## src/hfp_defines.svh

```systemverilog
`ifndef HFP_DEFINES_SVH
`define HFP_DEFINES_SVH

// Register byte offsets
`define HFP_HWCFG_OFF 12'h074
`define HFP_RXCTL_OFF 12'h078
`define HFP_RXINF_OFF 12'h07c
`define HFP_DROP_OFF 12'h0a0
`define HFP_ERR_OFF 12'h0a4

// hardware_config fields
`define HFP_HW_SOFTWARE_RESET_TRIGGER_BIT 0
`define HFP_HW_TO_BIT 1
`define HFP_HW_BW_BIT 2
`define HFP_HW_KB_LSB 16
`define HFP_HW_KB_MSB 19
`define HFP_HW_MBO_BIT 20
`define HFP_HW_KB_RST 4'h5

// rx_path_control and rx_fill_info fields
`define HFP_RX_SKIP_BIT 31
`define HFP_RXS_LSB 16
`define HFP_RXS_MSB 23
`define HFP_RXD_LSB 0
`define HFP_RXD_MSB 15

// Buffer geometry in bytes, interface buffer sizes in words
`define HFP_TOTAL_BYTES 17'h04000
`define HFP_TXSTAT_BYTES 17'h00200
`define HFP_RX_FULL_MARGIN 17'h00010
`define HFP_TX_MIL_WORDS 10'h200
`define HFP_RX_MIL_WORDS 6'h20

// Soft reset time-out: 10 us at 40 MHz
`define HFP_CLK_MHZ 40
`define HFP_RESET_TIMEOUT_FLAG_US 10
`define HFP_RESET_TIMEOUT_FLAG_CYC (`HFP_RESET_TIMEOUT_FLAG_US * `HFP_CLK_MHZ)

`endif

```

## src/hfp_pkg.sv

```systemverilog
package hfp_pkg;

    typedef enum logic [0:0] {SR_IDLE, SR_WAIT} hfp_software_reset_trigger_t;

    // APB request as seen by the slave
    typedef struct packed {
        logic psel;
        logic penable;
        logic pwrite;
        logic [11:0] paddr;
        logic [31:0] pwdata;
    } hfp_apb_req_t;

    // APB answer
    typedef struct packed {
        logic [31:0] prdata;
        logic pready;
        logic pslverr;
    } hfp_apb_rsp_t;

    // Whole block state
    typedef struct packed {
        logic [2:0] bw_sync;
        logic [2:0] rxc_sync;
        logic [2:0] txc_sync;
        logic bw;
        logic [3:0] tx_kb;
        logic mbo;
        logic software_reset_trigger_timeout;
        hfp_software_reset_trigger_t software_reset_trigger_st;
        logic [15:0] software_reset_trigger_cnt;
        logic rxc_seen;
        logic txc_seen;
        logic wr_unlock;
        logic tx_err;
        logic rx_err;
        logic skip_busy;
        logic [8:0] skip_left;
        logic [15:0] rx_data_used;
        logic [7:0] rx_status_used;
        logic [5:0] rx_mil_words;
        logic rx_dropping;
        logic [15:0] drop_cnt;
        logic [15:0] tx_data_used;
        logic [9:0] tx_mil_words;
        logic rx_full;
        logic tx_full;
        logic tx_valid;
        hfp_apb_rsp_t rsp;
    } hfp_state_t;

endpackage

```

## src/hfp_fifo_ctrl.sv

```systemverilog
// Summary of operation
// - Bit 2 reads the bus width strap
// - Soft reset without PHY clocks times out
// - Soft reset clears registers, bit self-clears
// - Completed soft reset clears error flags
// - Writes ignored until first host read
// - Transmit allocation in KB, resets to five
// - Transmit status fixed 512 bytes, data rest
// - Receive allocation is 16384 minus transmit
// - Receive status takes one sixteenth
// - Receive data full four words early
// - Interface buffers fixed 2 KB, 128 bytes
// - Transmit buffer refills from data FIFO
// - Receive buffer overrun drops rest of the frame
// - Count each frame lost to overrun
// - Interface buffer levels hidden from host
// - Skip bit advances to next frame, self-clears
// - Status used words in bits 23:16
// - Data used bytes in bits 15:0
`include "hfp_defines.svh"

module hfp_fifo_ctrl (
    // Clock, reset, enable
    input wire logic clk,
    input wire logic nrst,
    input wire logic ce,
    // APB slave
    input wire logic psel,
    input wire logic penable,
    input wire logic pwrite,
    input wire logic [11:0] paddr,
    input wire logic [31:0] pwdata,
    output logic [31:0] prdata,
    output logic pready,
    output logic pslverr,
    // Pins from outside the clock domain
    input wire logic bus_width_strap,
    input wire logic phy_rx_clk,
    input wire logic phy_tx_clk,
    // MAC receive side, one word per valid
    input wire logic mac_rx_valid,
    input wire logic mac_rx_last,
    // MAC transmit side
    input wire logic mac_tx_pop,
    output logic mac_tx_valid,
    // Host data path, one word per strobe
    input wire logic rx_data_pop,
    input wire logic rx_status_pop,
    input wire logic [8:0] skip_frame_words,
    input wire logic tx_push,
    output logic rx_data_full,
    output logic tx_data_full,
    // Error events and flags
    input wire logic tx_error_evt,
    input wire logic rx_error_evt,
    output logic tx_error_flag,
    output logic rx_error_flag
);

    hfp_pkg::hfp_state_t st_q;
    hfp_pkg::hfp_state_t st_d;
    hfp_pkg::hfp_apb_req_t req;

    // Receive allocation in bytes from transmit KB
    function automatic logic [16:0] rx_total(input logic [3:0] kb);
        rx_total = `HFP_TOTAL_BYTES - {3'h0, kb, 10'h000};
    endfunction

    // Receive data FIFO size, status taking a sixteenth
    function automatic logic [16:0] rx_data_size(input logic [3:0] kb);
        logic [16:0] t;
        t = rx_total(kb);
        rx_data_size = t - {4'h0, t[16:4]};
    endfunction

    // Full threshold, four words short of the size
    function automatic logic [16:0] rx_full_thr(input logic [3:0] kb);
        rx_full_thr = rx_data_size(kb) - `HFP_RX_FULL_MARGIN;
    endfunction

    // Transmit data FIFO size after the fixed status part
    function automatic logic [16:0] tx_data_size(input logic [3:0] kb);
        tx_data_size = {3'h0, kb, 10'h000} - `HFP_TXSTAT_BYTES;
    endfunction

    // Reset image of the block state
    function automatic hfp_pkg::hfp_state_t reset_state();
        hfp_pkg::hfp_state_t r;
        r = '0;
        r.tx_kb = `HFP_HW_KB_RST;
        r.software_reset_trigger_st = hfp_pkg::SR_IDLE;
        return r;
    endfunction

    assign req = '{psel: psel, penable: penable, pwrite: pwrite, paddr: paddr, pwdata: pwdata};

    // Next state
    always_comb begin
        logic wr_done;
        logic rd_done;
        logic rx_move;
        logic rx_pop_ok;
        logic rx_accept;
        logic tx_move;
        logic tx_in;
        logic [5:0] mil_after;
        logic [16:0] rx_thr;
        logic [16:0] rx_all;
        hfp_pkg::hfp_state_t keep;
        wr_done = 1'b0;
        rd_done = 1'b0;
        rx_move = 1'b0;
        rx_pop_ok = 1'b0;
        rx_accept = 1'b0;
        tx_move = 1'b0;
        tx_in = 1'b0;
        mil_after = '0;
        rx_thr = '0;
        rx_all = '0;
        keep = '0;
        st_d = st_q;

        // Three-stage synchronisers; strap taken when stages 2 and 3 agree, a PHY clock edge seen when they differ
        st_d.bw_sync = {st_q.bw_sync[1:0], bus_width_strap};
        st_d.rxc_sync = {st_q.rxc_sync[1:0], phy_rx_clk};
        st_d.txc_sync = {st_q.txc_sync[1:0], phy_tx_clk};
        if (st_q.bw_sync[1] == st_q.bw_sync[2]) begin
            st_d.bw = st_q.bw_sync[2];
        end

        // APB: ready one cycle after setup, transfer ends at ready edge
        wr_done = req.psel && req.penable && st_q.rsp.pready && req.pwrite;
        rd_done = req.psel && req.penable && st_q.rsp.pready && !req.pwrite;
        st_d.rsp.pready = 1'b0;
        if (req.psel && !req.penable) begin
            st_d.rsp.pready = 1'b1;
            st_d.rsp.pslverr = 1'b0;
            st_d.rsp.prdata = '0;
            case (req.paddr)
                `HFP_HWCFG_OFF: begin
                    st_d.rsp.prdata[`HFP_HW_MBO_BIT] = st_q.mbo;
                    st_d.rsp.prdata[`HFP_HW_KB_MSB:`HFP_HW_KB_LSB] = st_q.tx_kb;
                    st_d.rsp.prdata[`HFP_HW_BW_BIT] = st_q.bw;
                    st_d.rsp.prdata[`HFP_HW_TO_BIT] = st_q.software_reset_trigger_timeout;
                    st_d.rsp.prdata[`HFP_HW_SOFTWARE_RESET_TRIGGER_BIT] = (st_q.software_reset_trigger_st == hfp_pkg::SR_WAIT);
                end
                `HFP_RXCTL_OFF: st_d.rsp.prdata[`HFP_RX_SKIP_BIT] = st_q.skip_busy;
                `HFP_RXINF_OFF: begin
                    // Interface buffer words are never included here
                    st_d.rsp.prdata[`HFP_RXS_MSB:`HFP_RXS_LSB] = st_q.rx_status_used;
                    st_d.rsp.prdata[`HFP_RXD_MSB:`HFP_RXD_LSB] = st_q.rx_data_used;
                end
                `HFP_DROP_OFF: st_d.rsp.prdata[15:0] = st_q.drop_cnt;
                `HFP_ERR_OFF: st_d.rsp.prdata[1:0] = {st_q.rx_err, st_q.tx_err};
                default: st_d.rsp.pslverr = 1'b1;
            endcase
        end

        // Any completed read unlocks writes
        if (rd_done) begin
            st_d.wr_unlock = 1'b1;
        end

        // Register writes, dropped while still locked
        if (wr_done && st_q.wr_unlock) begin
            case (req.paddr)
                `HFP_HWCFG_OFF: begin
                    st_d.mbo = req.pwdata[`HFP_HW_MBO_BIT];
                    st_d.tx_kb = req.pwdata[`HFP_HW_KB_MSB:`HFP_HW_KB_LSB];
                    if (req.pwdata[`HFP_HW_SOFTWARE_RESET_TRIGGER_BIT] && st_q.software_reset_trigger_st == hfp_pkg::SR_IDLE) begin
                        st_d.software_reset_trigger_st = hfp_pkg::SR_WAIT;
                        st_d.software_reset_trigger_cnt = '0;
                        st_d.software_reset_trigger_timeout = 1'b0;
                        st_d.rxc_seen = 1'b0;
                        st_d.txc_seen = 1'b0;
                    end
                end
                `HFP_RXCTL_OFF: begin
                    if (req.pwdata[`HFP_RX_SKIP_BIT] && !st_q.skip_busy) begin
                        st_d.skip_busy = 1'b1;
                        st_d.skip_left = skip_frame_words;
                    end
                end
                default: ;
            endcase
        end

        // Error flags: sticky; a completed soft reset or nrst clears them, and the soft reset wins over a set
        if (tx_error_evt) begin
            st_d.tx_err = 1'b1;
        end
        if (rx_error_evt) begin
            st_d.rx_err = 1'b1;
        end

        // Receive: buffer drains into data FIFO unless it is full
        rx_move = (st_q.rx_mil_words != 6'h00) && !st_q.rx_full;
        rx_pop_ok = rx_data_pop && !st_q.skip_busy && (st_q.rx_data_used >= 16'h0004);
        if (st_q.skip_busy) begin
            // Skip discards one word per cycle up to the next frame
            if (st_q.skip_left == 9'h000 || st_q.rx_data_used < 16'h0004) begin
                st_d.skip_busy = 1'b0;
            end else begin
                st_d.skip_left = st_q.skip_left - 9'h001;
                rx_pop_ok = 1'b1;
            end
        end
        if (rx_move) begin
            st_d.rx_data_used = st_d.rx_data_used + 16'h0004;
        end
        if (rx_pop_ok) begin
            st_d.rx_data_used = st_d.rx_data_used - 16'h0004;
        end
        mil_after = st_q.rx_mil_words - {5'h00, rx_move};
        rx_accept = mac_rx_valid && !st_q.rx_dropping && (mil_after < `HFP_RX_MIL_WORDS);
        st_d.rx_mil_words = mil_after + {5'h00, rx_accept};
        if (mac_rx_valid && !rx_accept) begin
            // Overrun: rest of this frame up to its last word is lost
            st_d.rx_dropping = !mac_rx_last;
            if (mac_rx_last) begin
                st_d.drop_cnt = st_q.drop_cnt + 16'h0001;
            end
        end
        // Status capacity in words: a sixteenth of the receive bytes, four bytes a word
        rx_all = rx_total(st_q.tx_kb);
        if (rx_accept && mac_rx_last &&
            {9'h000, st_q.rx_status_used} < {6'h00, rx_all[16:6]}) begin
            st_d.rx_status_used = st_q.rx_status_used + 8'h01;
        end
        if (rx_status_pop && st_d.rx_status_used != 8'h00) begin
            st_d.rx_status_used = st_d.rx_status_used - 8'h01;
        end

        // Transmit: refill the interface buffer whenever it has room
        tx_move = (st_q.tx_data_used >= 16'h0004) && (st_q.tx_mil_words < `HFP_TX_MIL_WORDS);
        tx_in = tx_push && !st_q.tx_full;
        st_d.tx_data_used = st_q.tx_data_used + (tx_in ? 16'h0004 : 16'h0000) - (tx_move ? 16'h0004 : 16'h0000);
        st_d.tx_mil_words = st_q.tx_mil_words + {9'h000, tx_move}
                            - {9'h000, mac_tx_pop && st_q.tx_mil_words != 10'h000};

        // Soft reset waits for both PHY clocks to move
        if (st_q.software_reset_trigger_st == hfp_pkg::SR_WAIT) begin
            if (st_q.rxc_sync[1] != st_q.rxc_sync[2]) begin
                st_d.rxc_seen = 1'b1;
            end
            if (st_q.txc_sync[1] != st_q.txc_sync[2]) begin
                st_d.txc_seen = 1'b1;
            end
            st_d.software_reset_trigger_cnt = st_q.software_reset_trigger_cnt + 16'h0001;
            if (st_q.rxc_seen && st_q.txc_seen) begin
                // Completed: everything back to reset, pins and bus phase kept
                keep = st_d;
                st_d = reset_state();
                st_d.bw_sync = keep.bw_sync;
                st_d.rxc_sync = keep.rxc_sync;
                st_d.txc_sync = keep.txc_sync;
                st_d.bw = keep.bw;
                st_d.rsp = keep.rsp;
            end else if (st_q.software_reset_trigger_cnt == 16'(`HFP_RESET_TIMEOUT_FLAG_CYC - 1)) begin
                st_d.software_reset_trigger_st = hfp_pkg::SR_IDLE;
                st_d.software_reset_trigger_timeout = 1'b1;
            end
        end

        // Registered status outputs from the next levels
        rx_thr = rx_full_thr(st_d.tx_kb);
        st_d.rx_full = {1'b0, st_d.rx_data_used} >= rx_thr;
        st_d.tx_full = ({1'b0, st_d.tx_data_used} + 17'h00004) > tx_data_size(st_d.tx_kb);
        // Registered so the MAC never sees a decode glitch
        st_d.tx_valid = st_d.tx_mil_words != 10'h000;
    end

    // Single state register, frozen while ce is low
    always_ff @(posedge clk) begin
        if (!nrst) begin
            st_q <= reset_state();
        end else if (ce) begin
            st_q <= st_d;
        end
    end

    // Outputs straight from the state register
    assign prdata = st_q.rsp.prdata;
    assign pready = st_q.rsp.pready;
    assign pslverr = st_q.rsp.pslverr;
    assign rx_data_full = st_q.rx_full;
    assign tx_data_full = st_q.tx_full;
    assign mac_tx_valid = st_q.tx_valid;
    assign tx_error_flag = st_q.tx_err;
    assign rx_error_flag = st_q.rx_err;
endmodule

```

## config.mk

```make
export PLATFORM = sky130hd
export DESIGN_NAME = hfp_fifo_ctrl
export DESIGN_NICKNAME = d
export VERILOG_FILES = /design/src/hfp_pkg.sv /design/src/hfp_fifo_ctrl.sv
export VERILOG_INCLUDE_DIRS = /design/src
export SDC_FILE = /design/constraint.sdc
export NUM_CORES = 1
export LEC_CHECK = 0
export BUFFER_PORTS_ARGS = -buffer_cell sky130_fd_sc_hd__clkbuf_2
export CAP_MARGIN = 20
export CORE_MARGIN = 2
export CORE_UTILIZATION = 38
export CTS_BUF_LIST = sky130_fd_sc_hd__clkbuf_16
export CTS_CLUSTER_DIAMETER = 100
export DETAILED_ROUTE_END_ITERATION = 10
export PLACE_DENSITY = 0.69
export SLEW_MARGIN = 15
export SYNTH_ARGS = -nofsm -noshare
export SYNTH_HDL_FRONTEND = slang
export SYNTH_SLANG_ARGS = --single-unit
export TNS_END_PERCENT = 30
```

## constraint.sdc

```tcl
create_clock -name clk -period 5.2 [get_ports clk]
set_clock_uncertainty 0.15 [all_clocks]
set_input_delay 0.26 -clock clk [delete_from_list [all_inputs] [get_ports clk]]
set_output_delay 0.26 -clock clk [all_outputs]
set_load 0.05 [all_outputs]
```

# Word-level counts from Yosys, hierarchy flattened
# Cells that the tools add are included.
# Widths: inputs -> output; s select.
# totals
register_bits	158
inputBits	70
elab_cells	144
# op_classes
add_sub_neg	19
n_lt_le_gt_ge	8
n_eq_ne	9
n_mux	38
n_bitwise	1
reduce_logical	40
# op_table
op	n
$mux 148	1
$mux 141	1
$mux 25	2
$mux 16	3
$mux 10	4
$eq 12x7->1 const B	3
$mux 34	1
$add 16x1->16 const B	2
$ge 16x3->1 const B	2
$sub 15x14->16 const A	2
$pmux 13 s2	1
$eq 12x8->1 const B	2
$logic_and 1x1->1	21
$mux 20	1
$reduce_bool 10->1	2
$add 16x3->17 const B	1
$ge 16x17->1	1
$gt 17x17->1	1
$mux 17	1
$sub 16x14->17	1
$sub 17x5->17 const B	1
$add 16x3->16	1
$add 16x3->16 const B	1
$eq 16x9->1 const B	1
other kinds (34)	58

# Depth between registers and ports, before layout
# logic_depth
word_depth	17
mapped_depth	30
mapped_depth_nobuf	30

# Worst setup path after synthesis
# No wires, ideal clock.
# synth_timing
kind	reg-to-reg
start	register st_q[51] (netlist name)
end	register st_q, in the netlist tx_data_full
setup_time_ps	120
t_arrival_ps	5297
required_time_ps	4930
setup_slack_ps	-367
path_stages_with_launch	29
path_cell_list	dfxtp_1 > inv_1 > ha_1 > o21a_1 > o21ai_0 > nand2_1 > nand2_1 > nand2_1 > nand2_1 > inv_1 > fa_1 > inv_1 > ha_1 > o21bai_1 > a21o_1 > a2111oi_0 > o31ai_1 > xor2_1 > and4b_1 > nand4_1 > or4_1 > xnor2_1 > ha_1 > nand4_1 > or2_2 > nor3_1 > mux2i_1 > o211ai_1 > nand2_1
# synth_via
elab_chain_len	8
word_cells_on_any_way	9
cone_classes	3 x add/sub; 2 x order compare; 3 x mux; 1 x reduce/logical
# synth_rtl
element	line_no	source
start, declared	hfp_fifo_ctrl.sv:60	hfp_pkg::hfp_state_t st_q;
start signal, assigned	hfp_fifo_ctrl.sv:276	st_q <= reset_state();
start signal, assigned	hfp_fifo_ctrl.sv:278	st_q <= st_d;
$ge 16x3->1	hfp_fifo_ctrl.sv:235	tx_move = (st_q.tx_data_used >= 16'h0004) && (st_q.tx_mil_words < `HFP_TX_MIL_WORDS);
$logic_and 1x1->1	hfp_fifo_ctrl.sv:235	
$mux 3	hfp_fifo_ctrl.sv:237	st_d.tx_data_used = st_q.tx_data_used + (tx_in ? 16'h0004 : 16'h0000) - (tx_move ? 16'h0004 : 16'h0000);
$sub 16x3->16 (*)	hfp_fifo_ctrl.sv:237	
$mux 141	hfp_fifo_ctrl.sv:250	if (st_q.rxc_seen && st_q.txc_seen) begin
$mux 148 (*)	hfp_fifo_ctrl.sv:242	if (st_q.software_reset_trigger_st == hfp_pkg::SR_WAIT) begin
$add 16x3->17 (*)	hfp_fifo_ctrl.sv:268	st_d.tx_full = ({1'b0, st_d.tx_data_used} + 17'h00004) > tx_data_size(st_d.tx_kb);
$gt 17x17->1 (*)	hfp_fifo_ctrl.sv:268	
# Every way passes the cells marked *; elsewhere a longest branch is shown, timed or not.
# A chain may end at the register's enable or synchronous reset.

# Final worst setup path
# layout_timing
start	register st_q[58] (netlist name)
end	register st_q, in the netlist tx_data_full
# The elaborated chain is that of the path after synthesis.

==> results.cfg <==
[timing]
rsz0062_at_grt = true
fin_crit_sh = 1.07
period_needed_ns = 5.57
hold_violations = 0
holdWs_ns = 0.0242
finalWorstSetupSlack_ns = -0.365
drv_slew = 0
setup_viol = 5
worst_slew_pin_slew_ns = 1.07
slew-limit-headroom = 0.285
max_freq_ghz = 0.180

[grt]
grt_pass1_wl_microns = 47800
grt_pass1_vias = 9736
antenna_found_initial = 0
overflow = 0
grt_usage = 0.200
grt_max_degree = 65

[yosys]
async_flop_share = 0
ys_seq_area_frac = 0.281
ys_warn_count = 0
synthFlopType = dfxtp_1
synth_top_cells_by_area = dfxtp_1 (28%), ha_1 (9.3%), nor2_1 (5.0%)
synth-seq-cells = 151
synth_top_area_cell = dfxtp_1
syn_avg_cell_area_sq_um = 7.89
synth_top_area_share = 0.281
syn-instance-count = 1365
synth_cell_type_count = 84
netlist_area_sq_mm = 0.0108
synth_edf_count = 0

[routing]
first_pass_iters = 5
wl_per_cell_microns = 15.7
via_count = 10151
drtIter0Drc = 922
vias_per_cell = 5.45
antenna_left = 0
routed_wl_microns = 29200
drc = 0

[layout]
diodes = 0
syn_to_final_growth_pct = 19.1
final_nets = 1625
post-route-util = 0.461
drive_gt1_frac = 0.187
fin_cells = 1864

[worst_setup_path]
crit_type = register to register
crit_slowest_cell = or4_4
worstSetupStartpointType = register
r2r-start = st_q[58]$_SDFFE_PN0P_
slowest_delay_ns = 0.53
endpoint_kind = register
crit_fanout = 2
cp_data_arrival_time_ns = 5.74
cp.required_ns = 5.37
crit_path_start = st_q[58]$_SDFFE_PN0P_

[outcome]
status = complete, but fails checks
violations = setup timing

[clock_network]
clk_latency_ns = 0.44
cts_buffer_depth = 2
clk_pin_slew_ns = 0.07
cts_sinks = 151
htree_levels = 4
cts_tree = yes
clock-root-buffer = clkbuf_16
numCtsBuffers = 17

[place]
globalplace.congestion = 0.869
place_inst = 1787
port_buffers = 76
dpl.hpwl_microns = 20100
pre_cts_ws_ns = -0.431

[pwr]
ir_worst_vdd_mv = 0.330
p_leak_uw = 0.00530
power_uw = 8040
power_density_mw_per_mm2 = 627

[run]
cap_violations = 0

[die]
core_sq_mm = 0.0279
dieArea_sq_mm = 0.0297
die_w_microns = 172
start_util = 0.387
die_h_microns = 172
ioPinCount = 109
rows = 61

[hold_path]
min_from = pwdata[19]
hold_path.class = primary input to register
sequential cells by signal, summed over array words and instances (netlist names):
register / cells
pslverr: 1
rx_data_full: 1
prdata: 25
pready: 1
rx_error_flag: 1
mac_tx_valid: 1
tx_error_flag: 1
tx_data_full: 1
st_q: 119
cell type report:
class,instances,area [sq um]
fill,2705,15000
multi-input combinational,1048,7230
sequential,151,3030
timing repair buffer,185,1220
tap,378,473
clock buffer,17,425
inverter,70,263
clock inverter,15,179
stage by stage:
step / area, sq um / TNS, ns
after floorplan: 10900 / -0.129
after global placement: 11700 / -0.266
after detailed placement: 11700 / -0.431
after CTS: 12600 / -0.589
after global routing: 12800 / -2.19
final: 12800 / -0.684
placed cells by master, fill, tap and decap left out, drive strengths merged, types with 7 or more instances in the layout:
| cell | instances |
|---|---|
| xnor2 | 46 |
| nand2b | 13 |
| a22oi | 8 |
| mux2i | 34 |
| nand4 | 24 |
| o21a | 10 |
| a21o | 11 |
| a2111oi | 7 |
| nor3 | 40 |
| o21ai | 59 |
| clkinv | 7 |
| nor2b | 45 |
| nand2 | 112 |
| nor3b | 24 |
| a31oi | 11 |
| and2 | 25 |
| ha | 80 |
| a21oi | 65 |
| conb | 7 |
| inv | 76 |
| dfxtp | 151 |
| nor2 | 143 |
| xor2 | 53 |
| dlygate4sd3 | 8 |
| or3 | 12 |
| clkbuf | 93 |
| nand3 | 43 |
| and3 | 20 |
| buf | 101 |
| a221oi | 23 |
| a21boi | 22 |
| o22ai | 10 |
| nor4 | 12 |
| o211ai | 8 |
worst max-delay path, delay by kind of cell, from the launching register on:
family | cells | cell delay, ns
XOR/XNOR | 2 | 0.24
multiplexers | 1 | 0.08
flip-flops | 1 | 0.32
AND/OR/NAND/NOR | 14 | 2.71
adder cells (fa/ha/maj) | 4 | 1.21
AO/OA/AOI/OAI | 4 | 0.55
buffers and inverters | 3 | 0.19
cell usage after synthesis, types with 5 or more instances:
library cell	instances
xnor2_1	46
a21boi_0	22
nor4_1	11
inv_1	70
buf_1	5
a221oi_1	23
clkbuf_1	61
nand4_1	24
o21a_1	10
xor2_1	52
ha_1	80
o22ai_1	10
o31ai_1	5
a21oi_1	65
a32oi_1	6
buf_4	32
and2_1	22
o211ai_1	8
nand3_1	42
and3_1	20
o21ai_0	57
a2111oi_0	5
nor2_1	143
or3_1	12
nand2_1	112
a211oi_1	6
nor2b_1	45
mux2i_1	33
nor3b_1	24
nand2b_1	13
a21o_1	11
nor3_1	38
a31oi_1	11
a22oi_1	8
dfxtp_1	151
per-layer routing:
layer,vias up,GRT usage,wire [microns]
met5,-,0,0
met2,288,0.330,13600
met3,24,0.0350,1550
met1,4831,0.266,13600
met4,0,0.0632,451
li1,5008,-,-
worst paths after layout:
check                                    to  cells after the start  slack, ns
hold reg to reg     prdata[22]$_SDFFE_PN0P_                      2       0.31
setup / recovery  tx_data_full$_SDFFE_PN0P_                     28      -0.37
setup reg to reg  tx_data_full$_SDFFE_PN0P_                     28      -0.37
hold / removal       st_q[147]$_SDFFE_PN0P_                      3       0.02
timing repair:
item                                    in CTS  in global routing
hold buffers                                 8                  0
endpoints found under the hold margin        8                  0
buffers inserted                            30                  6
endpoints found under the setup margin       1                  7
gates cloned                                 0                  0
pin swaps                                   19                 28
gates resized for setup                     18                 31
power breakdown:
group	switching, uW	internal (uW)
Sequential	284	1340
Clock	605	649
Combinational	2690	2480
Total	3570	4470
cell families after synthesis:
family / synth area share
adder cells (fa/ha/maj): 0.0966
other: 0.000348
AO/OA/AOI/OAI: 0.180
buffers and inverters: 0.0721
AND/OR/NAND/NOR: 0.253
flip-flops: 0.281
multiplexers: 0.0361
XOR/XNOR: 0.0812
Note: power is estimated with default switching activity, not from simulation.
